`config.mk`:
```
export PLATFORM = sky130hd
export DESIGN_NAME = hak_access_check
export DESIGN_NICKNAME = d
export VERILOG_FILES = /design/src/hak_pkg.sv /design/src/hak_capture.sv /design/src/hak_access_check.sv
export VERILOG_INCLUDE_DIRS = /design/src
export SDC_FILE = /design/constraint.sdc
export NUM_CORES = 1
export LEC_CHECK = 0
export BUFFER_PORTS_ARGS = -buffer_cell sky130_fd_sc_hd__buf_2
export CAP_MARGIN = 20
export CORE_AREA = 2 2 113 115
export DETAILED_ROUTE_END_ITERATION = 16
export DIE_AREA = 0 0 115 117
export PLACE_DENSITY = 0.79
export SYNTH_ARGS = -nofsm -noshare
export SYNTH_HDL_FRONTEND = slang
export SYNTH_SLANG_ARGS = --single-unit
```
`constraint.sdc`:
```
create_clock -name clk_i -period 2.45 [get_ports clk_i]
set_input_delay 0.49 -clock clk_i [delete_from_list [all_inputs] [get_ports clk_i]]
set_output_delay 0.49 -clock clk_i [all_outputs]
set_load 0.05 [all_outputs]
```
`src/hak_cfg.svh`:
```
`ifndef HAK_CFG_SVH
`define HAK_CFG_SVH

`define HAK_KEY_ADDR    16'hE7FE
`define HAK_WPCTL_ADDR  16'hE7E3
`define HAK_TUNE_ADDR   16'hE90C
`define HAK_WAVE_LO     16'hE880
`define HAK_WAVE_HI     16'hE89F
`define HAK_ADDR_STEP   16'h0001
`define HAK_KEY_VAL     8'hAD
`define HAK_RELOCK_VAL  8'h00
`define HAK_WP_ON_VAL   8'h80
`define HAK_WP_OFF_VAL  8'h00
`define HAK_TUNE_RST    16'h0000
`define HAK_WPCTL_RST   8'h00
`define HAK_ADDR_RST    16'h0000
`define HAK_DATA_RST    32'h0000_0000

`endif

```
`src/hak_pkg.sv`:
```
package hak_pkg;

   typedef enum logic [1:0] {
      HAK_SZ8,
      HAK_SZ16,
      HAK_SZ32
   } hak_size_type;

   typedef struct packed {
      logic         wr;
      logic         via_i2c;
      logic         burst;
      hak_size_type size;
      logic [15:0]  addr;
      logic [31:0]  wdata;
   } hak_access_type;

endpackage : hak_pkg

```
`src/hak_capture.sv`:
```
`timescale 1ns/1ps
`include "hak_cfg.svh"

module hak_capture (
   input  wire logic                    clk_i,
   input  wire logic                    nrst_i,
   input  wire logic                    req_valid_i,
   input  wire hak_pkg::hak_access_type req_i,
   input  wire logic [31:0]             rdata_i,
   input  wire logic [31:0]             rdata_alt_i,
   output logic [15:0]                  last_addr_o,
   output logic [31:0]                  last_data_o
);
   import hak_pkg::*;

   logic [15:0] addr_reg;
   logic [15:0] addr_next;
   logic [31:0] data_reg;
   logic [31:0] data_next;
   logic        fault;

   always_comb begin
      fault = req_i.burst && !req_i.via_i2c && !req_i.wr &&
              req_i.addr >= `HAK_WAVE_LO && req_i.addr <= `HAK_WAVE_HI;
      addr_next = addr_reg;
      data_next = data_reg;
      if (req_valid_i) begin
         if (fault) begin
            // silicon quirk kept on purpose: software works around it
            addr_next = req_i.addr + `HAK_ADDR_STEP;
            data_next = rdata_alt_i;
         end else begin
            addr_next = req_i.addr;
            data_next = req_i.wr ? req_i.wdata : rdata_i;
         end
      end
   end

   always_ff @(posedge clk_i or negedge nrst_i) begin
      if (!nrst_i) begin
         addr_reg <= `HAK_ADDR_RST;
         data_reg <= `HAK_DATA_RST;
      end else begin
         addr_reg <= addr_next;
         data_reg <= data_next;
      end
   end

   assign last_addr_o = addr_reg;
   assign last_data_o = data_reg;

endmodule : hak_capture

```
`src/hak_access_check.sv`:
```
`timescale 1ns/1ps
`include "hak_cfg.svh"

// Notes on behaviour
// every access records address and value
// burst spi waveform reads record address plus one
// i2c accesses record the true address
// host does another access before trusting record
// key 0xAD write unlocks protected setting
// then 16-bit write stages new setting
// key 0x00 write relocks and commits
// sequence honoured only when uninterrupted
// 16-bit read returns stored setting
// key then 0x80 enables memory protection
// key then 0x00 disables memory protection
// unkeyed protected write is ignored
module hak_access_check (
   input  wire logic                    clk_i,
   input  wire logic                    nrst_i,
   input  wire logic                    req_valid_i,
   input  wire hak_pkg::hak_access_type req_i,
   input  wire logic [31:0]             ext_rdata_i,
   input  wire logic [31:0]             ext_rdata_alt_i,
   output logic                         rsp_valid_o,
   output logic [31:0]                  rsp_rdata_o,
   output logic [15:0]                  last_addr_o,
   output logic [31:0]                  last_access_value_o,
   output logic [15:0]                  tuning_o,
   output logic                         wp_enable_o,
   output logic                         unlocked_o
);
   import hak_pkg::*;

   typedef enum logic [1:0] {
      ST_LOCKED,
      ST_KEYED,
      ST_STAGED
   } hak_state_type;

   hak_state_type state_reg;
   hak_state_type state_next;
   logic [15:0]   tune_reg;
   logic [15:0]   tune_next;
   logic [15:0]   pend_reg;
   logic [15:0]   pend_next;
   logic [7:0]    wpctl_reg;
   logic [7:0]    wpctl_next;
   logic          rsp_valid_reg;
   logic          rsp_valid_next;
   logic [31:0]   rsp_rdata_reg;
   logic [31:0]   rsp_rdata_next;
   logic          wp_en_reg;
   logic          wp_en_next;
   logic          unlocked_reg;
   logic          unlocked_next;
   logic [31:0]   rdata;
   logic          is_wr;
   logic          wr_key;
   logic          wr_tune;
   logic          wr_wpctl;

   always_comb begin
      is_wr    = req_valid_i && req_i.wr;
      wr_key   = is_wr && req_i.size == HAK_SZ8 &&
                 req_i.addr == `HAK_KEY_ADDR;
      wr_tune  = is_wr && req_i.size == HAK_SZ16 &&
                 req_i.addr == `HAK_TUNE_ADDR;
      wr_wpctl = is_wr && req_i.size == HAK_SZ8 &&
                 req_i.addr == `HAK_WPCTL_ADDR;
      // key register is write-only and reads as zero
      unique case (req_i.addr)
         `HAK_TUNE_ADDR:  rdata = {16'h0000, tune_reg};
         `HAK_WPCTL_ADDR: rdata = {24'h00_0000, wpctl_reg};
         `HAK_KEY_ADDR:   rdata = 32'h0000_0000;
         default:         rdata = ext_rdata_i;
      endcase
   end

   // key sequencer: any access out of place drops back to locked
   always_comb begin
      state_next = state_reg;
      tune_next  = tune_reg;
      pend_next  = pend_reg;
      wpctl_next = wpctl_reg;
      if (req_valid_i) begin
         state_next = ST_LOCKED;
         unique case (state_reg)
            ST_LOCKED: begin
               if (wr_key && req_i.wdata[7:0] == `HAK_KEY_VAL) begin
                  state_next = ST_KEYED;
               end
            end
            ST_KEYED: begin
               if (wr_tune) begin
                  pend_next  = req_i.wdata[15:0];
                  state_next = ST_STAGED;
               end else if (wr_wpctl) begin
                  wpctl_next = req_i.wdata[7:0];
               end else if (wr_key &&
                            req_i.wdata[7:0] == `HAK_KEY_VAL) begin
                  state_next = ST_KEYED;
               end
            end
            ST_STAGED: begin
               // commit only here so an interrupted sequence has no effect
               if (wr_key && req_i.wdata[7:0] == `HAK_RELOCK_VAL) begin
                  tune_next = pend_reg;
               end
            end
            default: state_next = ST_LOCKED;
         endcase
      end
   end

   always_comb begin
      rsp_valid_next = req_valid_i;
      rsp_rdata_next = (req_valid_i && !req_i.wr) ? rdata : rsp_rdata_reg;
      // decoded ahead so both flags leave straight from a flop
      wp_en_next     = wpctl_next == `HAK_WP_ON_VAL;
      unlocked_next  = state_next != ST_LOCKED;
   end

   always_ff @(posedge clk_i or negedge nrst_i) begin
      if (!nrst_i) begin
         state_reg     <= ST_LOCKED;
         tune_reg      <= `HAK_TUNE_RST;
         pend_reg      <= `HAK_TUNE_RST;
         wpctl_reg     <= `HAK_WPCTL_RST;
         rsp_valid_reg <= 1'b0;
         rsp_rdata_reg <= `HAK_DATA_RST;
         wp_en_reg     <= 1'b0;
         unlocked_reg  <= 1'b0;
      end else begin
         state_reg     <= state_next;
         tune_reg      <= tune_next;
         pend_reg      <= pend_next;
         wpctl_reg     <= wpctl_next;
         rsp_valid_reg <= rsp_valid_next;
         rsp_rdata_reg <= rsp_rdata_next;
         wp_en_reg     <= wp_en_next;
         unlocked_reg  <= unlocked_next;
      end
   end

   hak_capture u_capture (
      .clk_i       (clk_i),
      .nrst_i      (nrst_i),
      .req_valid_i (req_valid_i),
      .req_i       (req_i),
      .rdata_i     (rdata),
      .rdata_alt_i (ext_rdata_alt_i),
      .last_addr_o (last_addr_o),
      .last_data_o (last_access_value_o)
   );

   assign rsp_valid_o = rsp_valid_reg;
   assign rsp_rdata_o = rsp_rdata_reg;
   assign tuning_o    = tune_reg;
   assign wp_enable_o = wp_en_reg;
   assign unlocked_o  = unlocked_reg;

   logic wave_burst;
   assign wave_burst = req_valid_i && req_i.burst && !req_i.via_i2c &&
                       !req_i.wr && req_i.addr >= `HAK_WAVE_LO &&
                       req_i.addr <= `HAK_WAVE_HI;

   property p_cap_plain;
      @(posedge clk_i) disable iff (!nrst_i)
      (req_valid_i && !wave_burst) |=>
         last_addr_o == $past(req_i.addr) &&
         last_access_value_o == ($past(req_i.wr) ? $past(req_i.wdata)
                                                 : $past(rdata));
   endproperty
   a_cap_plain: assert property (p_cap_plain)
      else $error("last access record wrong");

   property p_cap_fault;
      @(posedge clk_i) disable iff (!nrst_i)
      wave_burst |=>
         last_addr_o == 16'($past(req_i.addr) + `HAK_ADDR_STEP) &&
         last_access_value_o == $past(ext_rdata_alt_i);
   endproperty
   a_cap_fault: assert property (p_cap_fault)
      else $error("burst waveform record not offset");

   property p_cap_i2c;
      @(posedge clk_i) disable iff (!nrst_i)
      (req_valid_i && req_i.via_i2c) |=> last_addr_o == $past(req_i.addr);
   endproperty
   a_cap_i2c: assert property (p_cap_i2c)
      else $error("i2c record address wrong");

   property p_unlock;
      @(posedge clk_i) disable iff (!nrst_i)
      (state_reg == ST_LOCKED && wr_key &&
       req_i.wdata[7:0] == `HAK_KEY_VAL) |=> unlocked_o;
   endproperty
   a_unlock: assert property (p_unlock)
      else $error("key did not unlock");

   property p_stage;
      @(posedge clk_i) disable iff (!nrst_i)
      (state_reg == ST_KEYED && wr_tune) |=>
         state_reg == ST_STAGED && $stable(tune_reg);
   endproperty
   a_stage: assert property (p_stage)
      else $error("protected write not staged");

   property p_commit;
      @(posedge clk_i) disable iff (!nrst_i)
      (state_reg == ST_STAGED && wr_key &&
       req_i.wdata[7:0] == `HAK_RELOCK_VAL) |=>
         !unlocked_o && tuning_o == $past(pend_reg);
   endproperty
   a_commit: assert property (p_commit)
      else $error("relock did not commit");

   property p_broken;
      @(posedge clk_i) disable iff (!nrst_i)
      (state_reg == ST_STAGED && req_valid_i &&
       !(wr_key && req_i.wdata[7:0] == `HAK_RELOCK_VAL)) |=>
         !unlocked_o && $stable(tuning_o);
   endproperty
   a_broken: assert property (p_broken)
      else $error("interrupted sequence took effect");

   property p_readback;
      @(posedge clk_i) disable iff (!nrst_i)
      (req_valid_i && !req_i.wr && req_i.addr == `HAK_TUNE_ADDR) |=>
         rsp_valid_o && rsp_rdata_o[15:0] == $past(tune_reg);
   endproperty
   a_readback: assert property (p_readback)
      else $error("setting read back wrong");

   property p_wp_on;
      @(posedge clk_i) disable iff (!nrst_i)
      (state_reg == ST_KEYED && wr_wpctl &&
       req_i.wdata[7:0] == `HAK_WP_ON_VAL) |=> wp_enable_o && !unlocked_o;
   endproperty
   a_wp_on: assert property (p_wp_on)
      else $error("protection not enabled");

   property p_wp_off;
      @(posedge clk_i) disable iff (!nrst_i)
      (state_reg == ST_KEYED && wr_wpctl &&
       req_i.wdata[7:0] == `HAK_WP_OFF_VAL) |=> !wp_enable_o;
   endproperty
   a_wp_off: assert property (p_wp_off)
      else $error("protection not disabled");

   property p_ignore;
      @(posedge clk_i) disable iff (!nrst_i)
      (state_reg == ST_LOCKED && wr_tune) |=> $stable(tuning_o);
   endproperty
   a_ignore: assert property (p_ignore)
      else $error("unkeyed write changed setting");

endmodule : hak_access_check

```
==> results.txt, run 1 <==
----------------------------------------------------
[CTS]
  Num CTS Buffers ... 17
  Register clock-pin slew on the reported worst setup and hold paths ... 60 ps
  Setup Buffers After CTS ... 0
  Later-pin clock latency in the skew report ... 410 ps
  Number of hold-repair buffers added at the cts stage ... 0
  TritonCTS clock tree ... built
  Clock buffer depth ... 2
  Root buf cell ... clkbuf_16
  Clock sinks ... 125
  Number of cells upsized or downsized after cts ... 0
  H-tree levels ... 4

[Final layout]
  Net count, final ... 922
  Post-layout utilization of the core ... 65.28%
  Fillers ... 969
  Fraction of final layout cells with drive strength greater than 1 ... 42.86%
  Antenna diodes ... 0
  Area added between synthesis and finish ... 35.27%

[Synth]
  Synthesis Warnings ... 0
  Cell area after synthesis ... 5942 um2
  Distinct cell type count after synthesis ... 48
  Count of mapped cells out of synthesis ... 563
  Most used DFF post-synth ... dfrtp_1
  Top cell types by occurrence after synthesis ... 125 x dfrtp_1, 71 x nand2_1, 50 x mux2_2
  Post-synthesis async set-or-reset flop share ... 100.0%
  Dominant cells by area after synthesis ... dfrtp_1 53%, mux2_2 9.5%, nand2_1 4.5%
  Area fraction of the dominant cell type after synthesis ... 52.64%
  Sequential cell area fraction in the yosys report ... 52.64%
  Count of state elements after synthesis ... 125
  EDFF count, synth ... 0
  Synthesized area divided by synthesized cell count ... 10.55 um2
  Post-Syn Nets ... 686
  Area leader, netlist ... dfrtp_1
  Leading cell type by number of instances after synthesis ... dfrtp_1

[Routing]
  Count of unresolved DRC violations after routing ... 0
  Average wire per cell in the routed design ... 19.34 um
  Vias ... 5630
  Total iterations of the first detailed-routing run ... 7
  Vias/cell ... 5.852
  Antenna viol nets, final ... 0
  DR iter-0 viols ... 501
  WL final ... 18.60 mm

[STA]
  Final hold violation count ... 0
  Worst slack on hold paths ... 53.54 ps
  Final clock period utilization by the worst path ... 88.68%
  Final worst clock skew ... 4.796 ps
  Post-layout min period ... 2173 ps
  RSZ-0062 raised after global routing ... no
  Actual transition at the worst max-transition pin ... 626.6 ps
  Relative slew slack ... 58.23%
  Final worst slack ... 277.5 ps
  Final count of pins violating max slew ... 0
  Achievable Freq ... 0.4603 GHz
  Final count of negative-setup-slack endpoints ... 0

[Critical path]
  Capturing element type of the critical path ... flip-flop
  Critical path data arrival time ... 2430 ps
  Required arrival time at the worst endpoint ... 2710 ps
  Worst Setup Path Type ... in -> reg
  Critical Path, Cell by Cell ... buf_2 -> inv_1 -> ha_1 -> or4bb_2 -> nor4_4 -> nor2_1 -> clkbuf_8 -> a211oi_1 -> o22ai_1
  CP max FO ... 16
  Crit Reg-Reg Startpoint ... state_reg[1]
  Type of element launching the critical path ... input port
  Worst setup path start ... req_i[33]
  Cell at the slowest stage of the critical path ... or4bb_2
  Slowest Stage Delay on Critical Path ... 600 ps

[Outcome]
  Status ... complete, no violations

[Power and ir drop]
  Combinational fraction of design power ... 20.5%
  Peak supply drop ... 0.3662 mV
  Power, Total ... 6.079 mW
  Leak Pwr ... 4.005 nW
  Sequential share of power ... 37.9%
  Switching share of total power ... 31.44%
  Fraction of power consumed by the clock network ... 41.6%
  Net switching power ... 1.911 mW
  PD cells ... 756.3 nW/um2
  Internal power contribution ... 4.168 mW

[Global route]
  Gr busiest metal ... met2
  Largest net degree at the start of global routing ... 57
  Tot GR Track Use ... 27.33%
  Initial antenna violation count ... 1
  Global routing usage on met2 ... 46.90%
  Met3 usage in global routing ... 5.304%
  Vias in the first global route ... 5485
  Sum of overflow across all layers after global routing ... 0
  Met1 routing resource usage after global routing ... 34.34%
  Wire length of the first global-routing pass ... 28.01 mm

[Die]
  Die boundary height ... 117 um
  Number of I/O pins ... 219
  Core region area ... 12310 um2
  Starting density of the core ... 48.26%
  Die outline width ... 115 um
  Std cell rows ... 41
  Die ar. ... 13460 um2

[Place]
  Half-perimeter wire length of the detailed placement result ... 13.27 mm
  Weighted congestion reported at the end of routability-driven placement ... 0.8583
  Quantity of I/O buffers inserted on ports ... 218
  Post-placement worst setup slack ... -226.4 ps

[Job]
  Reported max-cap violation count ... 0

[Worst hold path]
  Worst min path class ... in -> async

----------------------------------------------------
==> cell families (layout without fill, tap and decap cells) <==
logic type,count (synthesis),count (layout),synth area share [%]
adders and majority gates,3,3,0.6318
DFF,125,125,52.64
AOI/OAI and AO/OA,117,117,13.27
muxes,59,59,10.99
and+or+nand+nor,203,203,18.38
buffers and inverters,52,301,3.495
xor gates and xnor gates,4,4,0.5895
==> worst paths after layout <==
path / to / slack (ps) / depth (start not counted)
worst max-delay path: u_capture.last_data_o[15] / 280 / 9
worst min-delay path: rsp_rdata_o[29] / 50 / 1
worst max register to register: wpctl_reg[2] / 530 / 3
worst min register to register: rsp_rdata_o[28] / 460 / 2
max in group asynchronous: wp_enable_o / 1560 / 2
min in group clk_i: rsp_rdata_o[21] / 310 / 3
==> metal layers <==
| metal | up-vias | part of all wire [%] | wire, um |
|---|---|---|---|
| li1 | 2525 | - | - |
| met4 | 2 | 2.1 | 398 |
| met5 | - | 0.086 | 16 |
| met1 | 2757 | 40 | 7423 |
| met2 | 305 | 51 | 9421 |
| met3 | 41 | 7.2 | 1344 |
==> layout make-up <==
type	count	area, um2	area share, %
multi-input combinational	386	2613	32.50
clock buffer	20	446.7	5.557
sequential	125	3128	38.92
timing repair buffer	255	1465	18.23
clock inverter	12	145.1	1.806
tap	150	187.7	2.335
inverter	14	52.55	0.6538
==> metrics by stage <==
stage	TNS (ps)	std cells	instance area [um2]
final	0	962	8038
after global routing	0	962	8038
after CTS	0	961	8024
after detailed placement	-4586	929	7432
after global placement	-1861	929	7432
after floorplan	0	563	5942
==> placed cells by master, fill, tap and decap left out, drive strengths merged, types with 3 or more instances in the layout <==
cell | netlist | layout
o221ai | 16 | 16
or2 | 9 | 9
inv | 13 | 13
xnor2 | 4 | 4
o21ai | 11 | 11
buf | 7 | 254
nand4b | 4 | 4
nand2b | 26 | 26
ha | 3 | 3
a22o | 8 | 8
nor4 | 7 | 7
nor2 | 19 | 19
o22ai | 24 | 24
nand4 | 4 | 4
clkinv | 1 | 6
clkinvlp | 0 | 4
mux2i | 9 | 9
dfrtp | 125 | 125
bufinv | 0 | 3
a21oi | 14 | 14
nor3 | 6 | 6
and3 | 8 | 8
a211oi | 9 | 9
mux2 | 50 | 50
a22oi | 8 | 8
clkbuf | 31 | 21
a31oi | 25 | 25
nand3 | 36 | 36
nand2 | 71 | 71
==> power by group through the flow <==
stage,Combinational [mW],Clock (mW),Sequential [mW]
floorplan,0.272,0,2.86
global placement,1.22,0,2.33
detailed placement,1.24,0,2.34
CTS,1.25,2.55,2.30
global route,1.32,2.64,2.32
finish,1.25,2.53,2.30
==> critical path, delay by kind of cell <==
family | cells | cell delay [ps]
compound gates | 2 | 360
fa+ha+maj | 1 | 150
buf+inv | 3 | 390
simple gates | 3 | 1020
(Power assumes the default switching activity.)
==> run 2, diff against run 1 <==
- PLACE_DENSITY: 0.79 -> 0.89
==> results.txt, run 2 (synthesis results as in run 1) <==
----------------------------------------------------
[Critical path]
  Required arrival time at the worst endpoint ... 2770 ps (+60 ps)
  Crit Reg-Reg Startpoint ... state_reg[0]
  Register-to-Register Setup Slack ... 570 ps (+40 ps)
  CP max FO ... 8 (-8)
  Critical path data arrival time ... 2560 ps (+130 ps)
  Worst Setup Path Type ... in -> reg
  Type of element launching the critical path ... input port
  Capturing element type of the critical path ... flip-flop
  Reg2reg path depth ... 4 (+1)
  Crit Reg-Reg Endpoint ... wpctl_reg[2]

[Die]
  Starting density of the core ... 48.26% (unchanged)
  Std cell rows ... 41 (unchanged)
  Die boundary height ... 117 um (unchanged)
  Die outline width ... 115 um (unchanged)
  Core region area ... 12310 um2 (unchanged)
  Number of I/O pins ... 219 (unchanged)
  Die ar. ... 13460 um2 (unchanged)

[CTS]
  Number of hold-repair buffers added at the cts stage ... 0 (unchanged)
  Num CTS Buffers ... 17 (unchanged)
  TritonCTS clock tree ... built
  Clock buffer depth ... 2 (unchanged)
  H-tree levels ... 4 (unchanged)
  Clock sinks ... 125 (unchanged)
  Root buf cell ... clkbuf_16
  Setup Buffers After CTS ... 0 (unchanged)
  Register clock-pin slew on the reported worst setup and hold paths ... 60 ps (about the same)
  Number of cells upsized or downsized after cts ... 0 (unchanged)
  Later-pin clock latency in the skew report ... 420 ps (about the same)

[Global route]
  Wire length of the first global-routing pass ... 26.65 mm (-4.9%)
  Tot GR Track Use ... 26.10% (-1.2 points)
  Sum of overflow across all layers after global routing ... 0 (unchanged)
  Vias in the first global route ... 5339 (-2.7%)
  Initial antenna violation count ... 1 (unchanged)
  Largest net degree at the start of global routing ... 94 (+65%)

[Final layout]
  FF/Latch Area ... 3128 um2 (unchanged)
  Net count, final ... 925 (+0.33%)
  Fillers ... 970 (+0.10%)
  Antenna diodes ... 0 (unchanged)
  Area added between synthesis and finish ... 36.62%
  Top library cells by usage in the layout, fill and taps aside ... 217 x buf_2, 125 x dfrtp_1, 71 x nand2_1, 50 x mux2_2
  Multi-input logic area ... 2613 um2 (unchanged)
  Fraction of final layout cells with drive strength greater than 1 ... 43.19% (+0.33 points)
  Most frequent standard cell in the layout excluding fill and tap cells ... buf_2

[STA]
  Relative slew slack ... 32.88% (-25 points)
  RSZ-0062 raised after global routing ... no
  Final count of negative-setup-slack endpoints ... 0 (unchanged)
  Achievable Freq ... 0.4468 GHz (-2.9%)
  Final clock period utilization by the worst path ... 91.36% (+2.7 points)
  Actual transition at the worst max-transition pin ... 1003 ps (+376.5 ps)
  Final count of pins violating max slew ... 0 (unchanged)
  Final hold violation count ... 0 (unchanged)
  Worst slack on hold paths ... 6.312 ps (-47.23 ps)
  Post-layout min period ... 2238 ps (+65.73 ps)
  Final worst clock skew ... 5.379 ps (+0.5835 ps)
  Setup TNS Final ... 0 ps (unchanged)

[Routing]
  Average wire per cell in the routed design ... 18.20 um (-5.9%)
  Antenna viol nets, final ... 0 (unchanged)
  DR iter-0 viols ... 393 (-22%)
  Count of unresolved DRC violations after routing ... 0 (unchanged)
  Vias ... 5561 (-1.2%)
  Total iterations of the first detailed-routing run ... 5 (-2)
  Vias/cell ... 5.763 (-1.5%)
  WL final ... 17.57 mm (-5.6%)

[Place]
  Half-perimeter wire length of the detailed placement result ... 12.72 mm (-4.1%)
  Quantity of I/O buffers inserted on ports ... 218 (unchanged)
  Weighted congestion reported at the end of routability-driven placement ... 0.9536 (+11%)

[Power and ir drop]
  Peak supply drop ... 0.4176 mV (+14%)
  PD cells ... 782.6 nW/um2 (+3.5%)
  Leak Pwr ... 4.052 nW (+1.2%)

[Job]
  Reported max-cap violation count ... 0 (unchanged)

[Outcome]
  Status ... complete, no violations

[Worst hold path]
  Worst min path class ... in -> async

----------------------------------------------------
-- run 2: cell types whose count changed in the layout (fill, tap and decap cells not counted) --
| cell | before | now |
|---|---|---|
| buf_12 | 7 | 6 |
| buf_4 | 30 | 35 |
| bufinv_16 | 3 | 5 |
| clkbuf_1 | 2 | 1 |
| clkbuf_8 | 2 | 4 |
| clkinv_2 | 5 | 2 |
| clkinv_4 | 0 | 1 |
| clkinvlp_4 | 4 | 2 |
-- run 2: stage by stage --
| stage | worst slack, ps | instances | cell area, um2 | power, mW | util (%) |
|---|---|---|---|---|---|
| final | 211.7 | 965 | 8118 | 6.353 | 65.94 |
| after global routing | 124.3 | 965 | 8118 | 6.583 | 65.94 |
| after detailed placement | -189.4 | 933 | 7450 | 3.571 | 60.51 |
| after floorplan | 32.67 | 563 | 5942 | 3.136 | - |
| after CTS | 224.7 | 965 | 8118 | 6.381 | 65.94 |
| after global placement | -86.10 | 933 | 7450 | 3.547 | 60.51 |
-- run 2: cell type report --
class	count	area share (%)
clock buffers	22	5.965
flip-flops and latches	125	38.53
repair buffers	258	18.09
well taps	150	2.312
clock inverters	10	2.266
multi-input cells	386	32.18
inverters	14	0.6473
-- run 2: layer usage --
layer  GRT usage (%)  share of wire, %  wire, um
met1           30.74                39      6845
met2           43.33                49      8684
met3           7.518               7.6      1329
met4           14.38               3.9       692
met5               0             0.074        13
-- run 2: worst max-delay path: stages --
cell	delay [ps]
buf_2	120
inv_1	110
ha_1	150
or4bb_2	580
buf_4	180
nor4_4	270
buf_4	240
nand2_1	90
and3_1	150
a22oi_1	170
-- run 2: report_power, final --
group / leakage, nW / switching, mW / internal [mW]
Combinational: 2.17 / 0.909 / 0.337
Clock: 0.322 / 0.900 / 1.91
Sequential: 1.56 / 0.0802 / 2.22
Total: 4.05 / 1.89 / 4.46
-- run 2: worst max-delay path by stage --
stage,from,end,slack [ps],depth (start not counted)
final,req_i[32],u_capture.last_data_o[6],210,10
after global routing,req_i[32],rsp_rdata_o[11],120,10
after CTS,req_i[32],u_capture.last_data_o[6],220,10
after detailed placement,req_i[32],u_capture.last_data_o[6],-190,10
after global placement,req_i[32],u_capture.last_data_o[4],-90,10
after floorplan,req_i[37],u_capture.last_data_o[6],30,8
